File: config.mk
export PLATFORM = sky130hd
export DESIGN_NAME = fbx_top
export DESIGN_NICKNAME = d
export VERILOG_FILES = /design/src/verilog/fbx_pkg.sv /design/src/verilog/fbx_top.sv
export SDC_FILE = /design/constraint.sdc
export NUM_CORES = 2
export LEC_CHECK = 0
export ABC_AREA = 1
export BUFFER_PORTS_ARGS = -buffer_cell sky130_fd_sc_hd__buf_2
export CAP_MARGIN = 20
export CORE_MARGIN = 2
export CORE_UTILIZATION = 25
export CTS_CLUSTER_SIZE = 30
export DETAILED_ROUTE_END_ITERATION = 12
export PLACE_DENSITY = 0.36
export SKIP_CTS_REPAIR_TIMING = 1
export SYNTH_ARGS = -nofsm -noshare
export SYNTH_HDL_FRONTEND = slang
export SYNTH_SLANG_ARGS = --single-unit
File: constraint.sdc
create_clock -name CLK -period 3 [get_ports CLK]
set_clock_uncertainty 0.15 [all_clocks]
set_input_delay 0 -clock CLK [delete_from_list [all_inputs] [get_ports CLK]]
set_output_delay 0 -clock CLK [all_outputs]
set_load 0.05 [all_outputs]
File: src/verilog/fbx_pkg.sv
// constants, field layouts and carrier types for the flag-branch / bit / shift execution slice
package fbx_pkg;

    // bus geometry
    localparam int ADDR_W = 9;
    localparam int DATA_W = 32;

    // register byte offsets
    localparam logic [ADDR_W-1:0] OFS_INSTR  = 9'h000;
    localparam logic [ADDR_W-1:0] OFS_PC     = 9'h004;
    localparam logic [ADDR_W-1:0] OFS_SREG   = 9'h008;
    localparam logic [ADDR_W-1:0] OFS_STATUS = 9'h00c;
    localparam logic [ADDR_W-1:0] OFS_IO     = 9'h080;
    localparam logic [ADDR_W-1:0] OFS_GPR    = 9'h100;
    localparam logic [ADDR_W-1:0] BANK_MASK  = 9'h180;

    // core geometry
    localparam int PC_W   = 12;
    localparam int K_W    = 7;
    localparam int IDX_W  = 5;
    localparam int BANK_N = 32;

    // status flag positions
    localparam int FLG_C = 0;
    localparam int FLG_Z = 1;
    localparam int FLG_N = 2;
    localparam int FLG_V = 3;
    localparam int FLG_S = 4;
    localparam int FLG_H = 5;
    localparam int FLG_T = 6;
    localparam int FLG_I = 7;

    // status register fields
    localparam int ST_BUSY    = 0;
    localparam int ST_TAKEN   = 1;
    localparam int ST_ILLEGAL = 2;
    localparam int ST_CYC_LO  = 4;

    // reset values
    localparam logic [PC_W-1:0] PC_RST   = 12'h000;
    localparam logic [7:0]      SREG_RST = 8'h00;
    localparam logic [7:0]      BYTE_RST = 8'h00;

    // opcodes in the instruction register
    localparam logic [3:0] OP_BR_HALFCARRY_CLEAR = 4'h1;
    localparam logic [3:0] OP_BR_TRANSFER_SET    = 4'h2;
    localparam logic [3:0] OP_BR_TRANSFER_CLEAR  = 4'h3;
    localparam logic [3:0] OP_BR_OVERFLOW_SET    = 4'h4;
    localparam logic [3:0] OP_BR_OVERFLOW_CLEAR  = 4'h5;
    localparam logic [3:0] OP_BR_IRQ_ENABLED     = 4'h6;
    localparam logic [3:0] OP_BR_IRQ_DISABLED    = 4'h7;
    localparam logic [3:0] OP_IO_BIT_SET         = 4'h8;
    localparam logic [3:0] OP_IO_BIT_CLEAR       = 4'h9;
    localparam logic [3:0] OP_SHIFT_LEFT_LOGICAL = 4'ha;

    // axi responses
    localparam logic [1:0] RESP_OKAY   = 2'b00;
    localparam logic [1:0] RESP_SLVERR = 2'b10;

    // instruction word as written to the instruction register
    typedef struct packed {
        logic [2:0]       pad3;
        logic [IDX_W-1:0] rd;
        logic [2:0]       pad2;
        logic [IDX_W-1:0] io_addr;
        logic             pad1;
        logic [2:0]       bit_sel;
        logic             pad0;
        logic [K_W-1:0]   k;
        logic [3:0]       op;
    } fbx_instr_t;

    // register selected by an address
    typedef enum logic [2:0] {
        SEL_INSTR, SEL_PC, SEL_SREG, SEL_STATUS, SEL_IO, SEL_GPR, SEL_NONE
    } fbx_sel_t;

endpackage : fbx_pkg

File: src/verilog/fbx_top.sv
// flag-branch, io bit set/clear and shift-left execution slice with an axi4-lite register port
//
// The implementer's own choices: the AXI4-Lite register port and the address map.
`timescale 1ns/1ps
module fbx_top (
    input  wire logic                        CLK,
    input  wire logic                        RST_N,
    input  wire logic [fbx_pkg::ADDR_W-1:0]  AWADDR,
    input  wire logic                        AWVALID,
    output logic                             AWREADY,
    input  wire logic [fbx_pkg::DATA_W-1:0]  WDATA,
    input  wire logic [3:0]                  WSTRB,
    input  wire logic                        WVALID,
    output logic                             WREADY,
    output logic [1:0]                       BRESP,
    output logic                             BVALID,
    input  wire logic                        BREADY,
    input  wire logic [fbx_pkg::ADDR_W-1:0]  ARADDR,
    input  wire logic                        ARVALID,
    output logic                             ARREADY,
    output logic [fbx_pkg::DATA_W-1:0]       RDATA,
    output logic [1:0]                       RRESP,
    output logic                             RVALID,
    input  wire logic                        RREADY,
    output logic                             BUSY
);
    import fbx_pkg::*;

    typedef enum logic [1:0] {S_IDLE, S_EXEC, S_TAKEN} fbx_state_t;

    // map a byte address to the register it selects
    function automatic fbx_sel_t decode(input logic [ADDR_W-1:0] a);
        fbx_sel_t s;
        s = SEL_NONE;
        if (a[1:0] != 2'b00) s = SEL_NONE;
        else if ((a & BANK_MASK) == OFS_IO) s = SEL_IO;
        else if ((a & BANK_MASK) == OFS_GPR) s = SEL_GPR;
        else if (a == OFS_INSTR) s = SEL_INSTR;
        else if (a == OFS_PC) s = SEL_PC;
        else if (a == OFS_SREG) s = SEL_SREG;
        else if (a == OFS_STATUS) s = SEL_STATUS;
        return s;
    endfunction : decode

    // byte-lane merge of a write into an old word
    function automatic logic [31:0] merge(input logic [31:0] old, input logic [31:0] nw, input logic [3:0] st);
        logic [31:0] r;
        r = old;
        for (int i = 0; i < 4; i++) begin
            if (st[i]) r[8*i +: 8] = nw[8*i +: 8];
        end
        return r;
    endfunction : merge

    // is this opcode one of the conditional branches
    function automatic logic is_branch(input logic [3:0] op);
        return (op >= OP_BR_HALFCARRY_CLEAR) && (op <= OP_BR_IRQ_DISABLED);
    endfunction : is_branch

    // branch condition against the flags
    function automatic logic cond_met(input logic [3:0] op, input logic [7:0] f);
        logic c;
        c = 1'b0;
        case (op)
            OP_BR_HALFCARRY_CLEAR: c = !f[FLG_H];
            OP_BR_TRANSFER_SET:    c = f[FLG_T];
            OP_BR_TRANSFER_CLEAR:  c = !f[FLG_T];
            OP_BR_OVERFLOW_SET:    c = f[FLG_V];
            OP_BR_OVERFLOW_CLEAR:  c = !f[FLG_V];
            OP_BR_IRQ_ENABLED:     c = f[FLG_I];
            OP_BR_IRQ_DISABLED:    c = !f[FLG_I];
            default:               c = 1'b0;
        endcase
        return c;
    endfunction : cond_met

    logic                  awready_q, wready_q, aw_have_q, w_have_q;
    logic [ADDR_W-1:0]     aw_addr_q;
    logic [DATA_W-1:0]     w_data_q;
    logic [3:0]            w_strb_q;
    logic                  bvalid_q, arready_q, rvalid_q, busy_q;
    logic [1:0]            bresp_q, rresp_q;
    logic [DATA_W-1:0]     rdata_q;
    fbx_state_t            state_q;
    fbx_instr_t            instr_q;
    logic [PC_W-1:0]       pc_q;
    logic [7:0]            sreg_q;
    logic [7:0]            io_q [BANK_N];
    logic [7:0]            gpr_q [BANK_N];
    logic                  taken_q, illegal_q;
    logic [1:0]            cyc_q;
    logic                  wr_fire, wr_ok, sw_wr;
    fbx_sel_t              wr_sel;
    logic [IDX_W-1:0]      wr_idx;
    logic                  do_sbi, do_cbi, do_lsl;
    logic [7:0]            lsl_src, lsl_res;
    logic [PC_W-1:0]       k_ext;

    // a write completes once both address and data are held
    assign wr_fire = aw_have_q && w_have_q;
    assign wr_sel  = decode(aw_addr_q);
    assign wr_idx  = aw_addr_q[IDX_W+1:2];
    // writes are refused while an instruction runs, so bus and execution never fight a register
    assign wr_ok   = !busy_q && (wr_sel != SEL_NONE) && (wr_sel != SEL_STATUS);
    assign sw_wr   = wr_fire && wr_ok;

    // execution strobes, valid only in the execute cycle
    assign do_sbi  = (state_q == S_EXEC) && (instr_q.op == OP_IO_BIT_SET);
    assign do_cbi  = (state_q == S_EXEC) && (instr_q.op == OP_IO_BIT_CLEAR);
    assign do_lsl  = (state_q == S_EXEC) && (instr_q.op == OP_SHIFT_LEFT_LOGICAL);
    assign lsl_src = gpr_q[instr_q.rd];
    assign lsl_res = {lsl_src[6:0], 1'b0};
    assign k_ext   = {{(PC_W-K_W){instr_q.k[K_W-1]}}, instr_q.k};

    // write address channel
    always_ff @(posedge CLK or negedge RST_N) begin
        if (!RST_N) begin
            awready_q <= 1'b1;
            aw_have_q <= 1'b0;
            aw_addr_q <= '0;
        end else if (awready_q && AWVALID) begin
            awready_q <= 1'b0;
            aw_have_q <= 1'b1;
            aw_addr_q <= AWADDR;
        end else if (wr_fire) begin
            aw_have_q <= 1'b0;
        end else if (bvalid_q && BREADY) begin
            awready_q <= 1'b1;  // one write in flight: reopen only after the response
        end
    end

    // write data channel
    always_ff @(posedge CLK or negedge RST_N) begin
        if (!RST_N) begin
            wready_q <= 1'b1;
            w_have_q <= 1'b0;
            w_data_q <= '0;
            w_strb_q <= 4'h0;
        end else if (wready_q && WVALID) begin
            wready_q <= 1'b0;
            w_have_q <= 1'b1;
            w_data_q <= WDATA;
            w_strb_q <= WSTRB;
        end else if (wr_fire) begin
            w_have_q <= 1'b0;
        end else if (bvalid_q && BREADY) begin
            wready_q <= 1'b1;
        end
    end

    // write response
    always_ff @(posedge CLK or negedge RST_N) begin
        if (!RST_N) begin
            bvalid_q <= 1'b0;
            bresp_q  <= RESP_OKAY;
        end else if (wr_fire) begin
            bvalid_q <= 1'b1;
            bresp_q  <= wr_ok ? RESP_OKAY : RESP_SLVERR;
        end else if (bvalid_q && BREADY) begin
            bvalid_q <= 1'b0;
        end
    end

    // read channel: data sampled at the address handshake
    always_ff @(posedge CLK or negedge RST_N) begin
        if (!RST_N) begin
            arready_q <= 1'b1;
            rvalid_q  <= 1'b0;
            rdata_q   <= '0;
            rresp_q   <= RESP_OKAY;
        end else if (arready_q && ARVALID) begin
            arready_q <= 1'b0;
            rvalid_q  <= 1'b1;
            rresp_q   <= RESP_OKAY;
            rdata_q   <= '0;
            case (decode(ARADDR))
                SEL_INSTR:  rdata_q <= instr_q;
                SEL_PC:     rdata_q[PC_W-1:0] <= pc_q;
                SEL_SREG:   rdata_q[7:0] <= sreg_q;
                SEL_STATUS: rdata_q[ST_CYC_LO+1:0] <= {cyc_q, 1'b0, illegal_q, taken_q, busy_q};
                SEL_IO:     rdata_q[7:0] <= io_q[ARADDR[IDX_W+1:2]];
                SEL_GPR:    rdata_q[7:0] <= gpr_q[ARADDR[IDX_W+1:2]];
                default:    rresp_q <= RESP_SLVERR;
            endcase
        end else if (rvalid_q && RREADY) begin
            rvalid_q  <= 1'b0;
            arready_q <= 1'b1;
        end
    end

    // sequencer: issue on instruction write, then one or two execute cycles
    always_ff @(posedge CLK or negedge RST_N) begin
        if (!RST_N) begin
            state_q   <= S_IDLE;
            busy_q    <= 1'b0;
            instr_q   <= '0;
            taken_q   <= 1'b0;
            illegal_q <= 1'b0;
            cyc_q     <= 2'd0;
        end else begin
            case (state_q)
                S_IDLE: begin
                    if (sw_wr && wr_sel == SEL_INSTR) begin
                        instr_q <= fbx_instr_t'(merge(instr_q, w_data_q, w_strb_q));
                        state_q <= S_EXEC;
                        busy_q  <= 1'b1;
                    end
                end
                S_EXEC: begin
                    illegal_q <= !is_branch(instr_q.op) && !do_sbi && !do_cbi && !do_lsl;
                    if (is_branch(instr_q.op) && cond_met(instr_q.op, sreg_q)) begin
                        state_q <= S_TAKEN;
                        taken_q <= 1'b1;
                    end else begin
                        state_q <= S_IDLE;
                        busy_q  <= 1'b0;
                        taken_q <= 1'b0;
                        cyc_q   <= 2'd1;
                    end
                end
                S_TAKEN: begin
                    state_q <= S_IDLE;
                    busy_q  <= 1'b0;
                    cyc_q   <= 2'd2;
                end
                default: begin
                    state_q <= S_IDLE;
                    busy_q  <= 1'b0;
                end
            endcase
        end
    end

    // program counter: sequential step, taken branch, or software load
    always_ff @(posedge CLK or negedge RST_N) begin
        if (!RST_N) begin
            pc_q <= PC_RST;
        end else if (state_q == S_TAKEN) begin
            pc_q <= pc_q + k_ext + PC_W'(1);
        end else if (state_q == S_EXEC && !(is_branch(instr_q.op) && cond_met(instr_q.op, sreg_q))) begin
            pc_q <= pc_q + PC_W'(1);  // falls through in sequence
        end else if (sw_wr && wr_sel == SEL_PC) begin
            pc_q <= PC_W'(merge(32'(pc_q), w_data_q, w_strb_q));
        end
    end

    // status flags: only the shift and a software write touch them; branches and bit ops leave them alone
    always_ff @(posedge CLK or negedge RST_N) begin
        if (!RST_N) begin
            sreg_q <= SREG_RST;
        end else if (do_lsl) begin
            sreg_q[FLG_C] <= lsl_src[7];
            sreg_q[FLG_Z] <= (lsl_res == 8'h00);
            sreg_q[FLG_N] <= lsl_res[7];
            sreg_q[FLG_V] <= lsl_res[7] ^ lsl_src[7];
        end else if (sw_wr && wr_sel == SEL_SREG && w_strb_q[0]) begin
            sreg_q <= w_data_q[7:0];
        end
    end

    // io register bank and working register bank, one flop group per index
    for (genvar gi = 0; gi < BANK_N; gi++) begin : g_bank
        always_ff @(posedge CLK or negedge RST_N) begin
            if (!RST_N) begin
                io_q[gi] <= BYTE_RST;
            end else if (do_sbi && instr_q.io_addr == IDX_W'(gi)) begin
                io_q[gi][instr_q.bit_sel] <= 1'b1;
            end else if (do_cbi && instr_q.io_addr == IDX_W'(gi)) begin
                io_q[gi][instr_q.bit_sel] <= 1'b0;
            end else if (sw_wr && wr_sel == SEL_IO && wr_idx == IDX_W'(gi) && w_strb_q[0]) begin
                io_q[gi] <= w_data_q[7:0];
            end
        end

        always_ff @(posedge CLK or negedge RST_N) begin
            if (!RST_N) begin
                gpr_q[gi] <= BYTE_RST;
            end else if (do_lsl && instr_q.rd == IDX_W'(gi)) begin
                gpr_q[gi] <= lsl_res;
            end else if (sw_wr && wr_sel == SEL_GPR && wr_idx == IDX_W'(gi) && w_strb_q[0]) begin
                gpr_q[gi] <= w_data_q[7:0];
            end
        end
    end

    // outputs straight from flops
    assign AWREADY = awready_q;
    assign WREADY  = wready_q;
    assign BVALID  = bvalid_q;
    assign BRESP   = bresp_q;
    assign ARREADY = arready_q;
    assign RVALID  = rvalid_q;
    assign RDATA   = rdata_q;
    assign RRESP   = rresp_q;
    assign BUSY    = busy_q;

endmodule : fbx_top

==> qor_table.md <==
| Item | This run |
|:---|:---|
| Share of the clock period used by the worst path | 97.7% |
| Result of the run | finished, final reports clean |
| Peak supply drop | 543 uV |
| Signal arrival time at the worst endpoint | 3390 ps |
| Global router's overall resource usage | 26.2% |
| Starting Density | 25.1% |
| Ports placed on the boundary | 103 |
| Post-detailed-routing wire length | 240 mm |
| Crit path required time | 3460 ps |
| Final net count | 6840 |
| Post-DP HPWL | 164 mm |
| Number of fill cells in the layout | 19200 |
| Clock slew seen by the registers of the worst setup and hold paths | 60 ps |
| Routability cong. | 0.895 |
| CTS Buf Count | 90 |
| Initial antenna violation count | 10 |
| Static leakage | 25.1 nW |
| Share of flip-flops with an asynchronous set or reset | 100% |
| Area growth from synthesis to final layout | 21.4% |
| Number of synthesized flops with an enable pin | 0 |
| Slew margin rel. | 37.9% |
| Total design power | 29.5 mW |
| TritonCTS clock tree | yes |
| Proportion of layout cells with a drive suffix above 1 | 11.7% |
| Routed WL per cell | 26.2 um |
| HP Class | in2reg |
| Ratio of total power to cell area | 559 nW/um^2 |
| Die Wd | 421 um |
| Via total after detailed routing | 47800 |
| Number of nets still failing antenna checks after routing | 0 |
| Cell row count | 153 |
| Synth Cell Area | 43500 um^2 |
| Fin. max-slew vios | 0 |
| Drc violations | 0 |
| Synthesized area divided by synthesized cell count | 6.69 um^2 |
| Max Fclk | 341 MHz |
| Die outline height | 421 um |
| Final global-route overflow total | 0 |
| Number of DRC violations after detailed-routing iteration 0 | 4874 |
| Number of setup violations in the final report | 0 |
| First-pass GRT wire length | 340 mm |
| Total of buffers placed on input and output ports | 100 |
| Element type at the critical path end | flip-flop |
| Share of synthesized area occupied by flip-flops and latches | 37.8% |
| Cell at the root of the clock tree | sky130_fd_sc_hd__clkbuf_16 |
| Final hold violation count | 0 |
| CP Class | reg2reg |
| Crit-path max FO | 16 |
| Crit start category | flip-flop |
| Post-layout util | 30.5% |
| CTS HTree Levels | 3 |
| Post-layout min period | 2930 ps |
| Flip-flop cell with the highest count after synthesis | sky130_fd_sc_hd__dfrtp_1 |
| Yosys Warn Count | 0 |
| Die Outline Area | 178000 um^2 |
| Maximum Capacitance Violations | 0 |
| Via count normalized by instance count | 5.22 |
| Via count of the first global-routing pass | 44700 |
| Largest net degree at the start of global routing | 83 |
| Core Box Area | 173000 um^2 |
| Count of cell types in the netlist | 50 |
| Post-Syn Instances | 6507 |
| Number of storage elements in the synthesis netlist | 657 |
| CTS Buffer Depth | 3 |
| Clock sink count | 657 |
| Skew-Pair Late Insertion Delay | 740 ps |
| Count of TritonRoute iterations in the first routing pass | 6 |
| Slew at the pin closest to its max-slew limit | 927 ps |
## report_power, final
part | internal (mW) | leakage [nW] | switching (mW)
Combinational | 2.27 | 14.6 | 5.66
Clock | 6.54 | 1.44 | 4.72
Sequential | 9.42 | 9.05 | 0.938
## final cells by class
class	count	area, um^2	share of cell area, %
multi-input cells	4816	23000	43.4
well taps	2325	2910	5.50
repair buffers	585	5250	9.93
clock inverters	29	399	0.755
flip-flops and latches	657	16500	31.2
diodes	3	7.51	0.0142
inverters	616	2320	4.38
clock buffers	131	2540	4.80
## metrics by stage
step	worst slack [ps]	cell area [um^2]	std cells	hold WS [ps]	TNS, ps
3_5_place_dp	-257	48500	8860	-109	-7860
5_1_grt	-0.772	52800	9162	23.9	-0.772
4_1_cts	-288	51400	9020	-899	-9140
3_3_place_gp	-327	48500	8860	-106	-6660
6_report	70.1	52800	9162	35.4	0
2_1_floorplan	764	43500	6508	-446	0
## synthesized netlist by cell type, types with 52 or more instances
| cell type | n | area [um^2] |
|---|---|---|
| sky130_fd_sc_hd__nand4_1 | 195 | 1220 |
| sky130_fd_sc_hd__nand3_1 | 785 | 3930 |
| sky130_fd_sc_hd__buf_2 | 68 | 340 |
| sky130_fd_sc_hd__dfrtp_1 | 654 | 16400 |
| sky130_fd_sc_hd__inv_2 | 52 | 195 |
| sky130_fd_sc_hd__inv_1 | 560 | 2100 |
| sky130_fd_sc_hd__clkbuf_1 | 248 | 931 |
| sky130_fd_sc_hd__nor3_1 | 71 | 355 |
| sky130_fd_sc_hd__o21ai_1 | 98 | 490 |
| sky130_fd_sc_hd__o21ai_0 | 586 | 2930 |
| sky130_fd_sc_hd__o211ai_1 | 152 | 1140 |
| sky130_fd_sc_hd__nand2_1 | 1682 | 6310 |
| sky130_fd_sc_hd__a21oi_1 | 257 | 1290 |
| sky130_fd_sc_hd__nor2_1 | 682 | 2560 |
## logic make-up after synthesis
logic type | after synthesis | synth area share (%)
AOI/OAI and AO/OA | 1272 | 16.9
muxes | 3 | 0.0747
xor gates and xnor gates | 7 | 0.141
adders and majority gates | 13 | 0.391
other | 1 | 0.00861
and+or+nand+nor | 3519 | 35.0
buffers and inverters | 1035 | 9.78
DFF | 657 | 37.8
## metal layers
layer  part of all wire [%]  vias to the layer above  global-route usage (%)
met2                     46                     1655                    42.0
met4                    3.8                        4                    8.90
met3                    5.4                      379                    3.07
met1                     45                    23500                    36.3
li1                       -                    22300                       -
met5                 0.0083                        -                       0
## critical path, stage by stage, from the launching register on
cell and delay, ps:
sky130_fd_sc_hd__dfrtp_4 570, sky130_fd_sc_hd__nand2_2 270, sky130_fd_sc_hd__inv_4 200, sky130_fd_sc_hd__nand2_1 100
sky130_fd_sc_hd__nand3_1 120, sky130_fd_sc_hd__nand2_1 120, sky130_fd_sc_hd__nand2_1 80, sky130_fd_sc_hd__nor2_1 180
sky130_fd_sc_hd__nand2_1 70, sky130_fd_sc_hd__nand2_1 380, sky130_fd_sc_hd__inv_1 160, sky130_fd_sc_hd__buf_4 220
sky130_fd_sc_hd__nand2_1 80, sky130_fd_sc_hd__nand3_1 80
## flip-flops by register name (all words and copies together) (netlist names), 2 cells and up
name       count
w_strb_q       4
state_q        2
cyc_q          2
io_q         256
sreg_q         8
RDATA         32
gpr_q        256
aw_addr_q      9
pc_q          12
w_data_q      32
instr_q       32
## final timing paths
| path | startpoint | endpoint | slack [ps] | cells past startpoint |
|---|---|---|---|---|
| worst max-delay path | instr_q[24] | gpr_q[135] | 70 | 13 |
| worst min-delay path | AWADDR[2] | aw_addr_q[2] | 40 | 4 |
| worst max register to register | instr_q[24] | gpr_q[135] | 70 | 13 |
| worst min register to register | w_data_q[22] | instr_q[22] | 330 | 2 |
| max in group asynchronous | RST_N | gpr_q[221] | 1530 | 4 |
| min in group asynchronous | RST_N | ARREADY | 540 | 3 |
## placed cells by master (no fill, tap or decap), drive strengths merged, types with 2 or more instances in the layout
cell type | synthesis | routed
a211oi | 39 | 39
a21oi | 257 | 257
a22oi | 9 | 9
a31oi | 7 | 7
buf | 171 | 452
bufinv | 0 | 8
clkbuf | 248 | 131
clkinv | 4 | 19
clkinvlp | 0 | 2
conb | 1 | 2
dfrtp | 654 | 654
dfstp | 3 | 3
diode | 0 | 3
dlygate4sd3 | 0 | 133
ha | 12 | 12
inv | 612 | 616
mux2 | 2 | 2
nand2 | 1730 | 1730
nand3 | 807 | 807
nand3b | 5 | 5
nand4 | 195 | 195
nor2 | 702 | 702
nor3 | 73 | 73
o211ai | 152 | 152
o21ai | 701 | 701
o311ai | 73 | 73
o31ai | 29 | 29
or2 | 7 | 7
xnor2 | 2 | 2
xor2 | 5 | 5
Power figures use the tool's default switching activity.
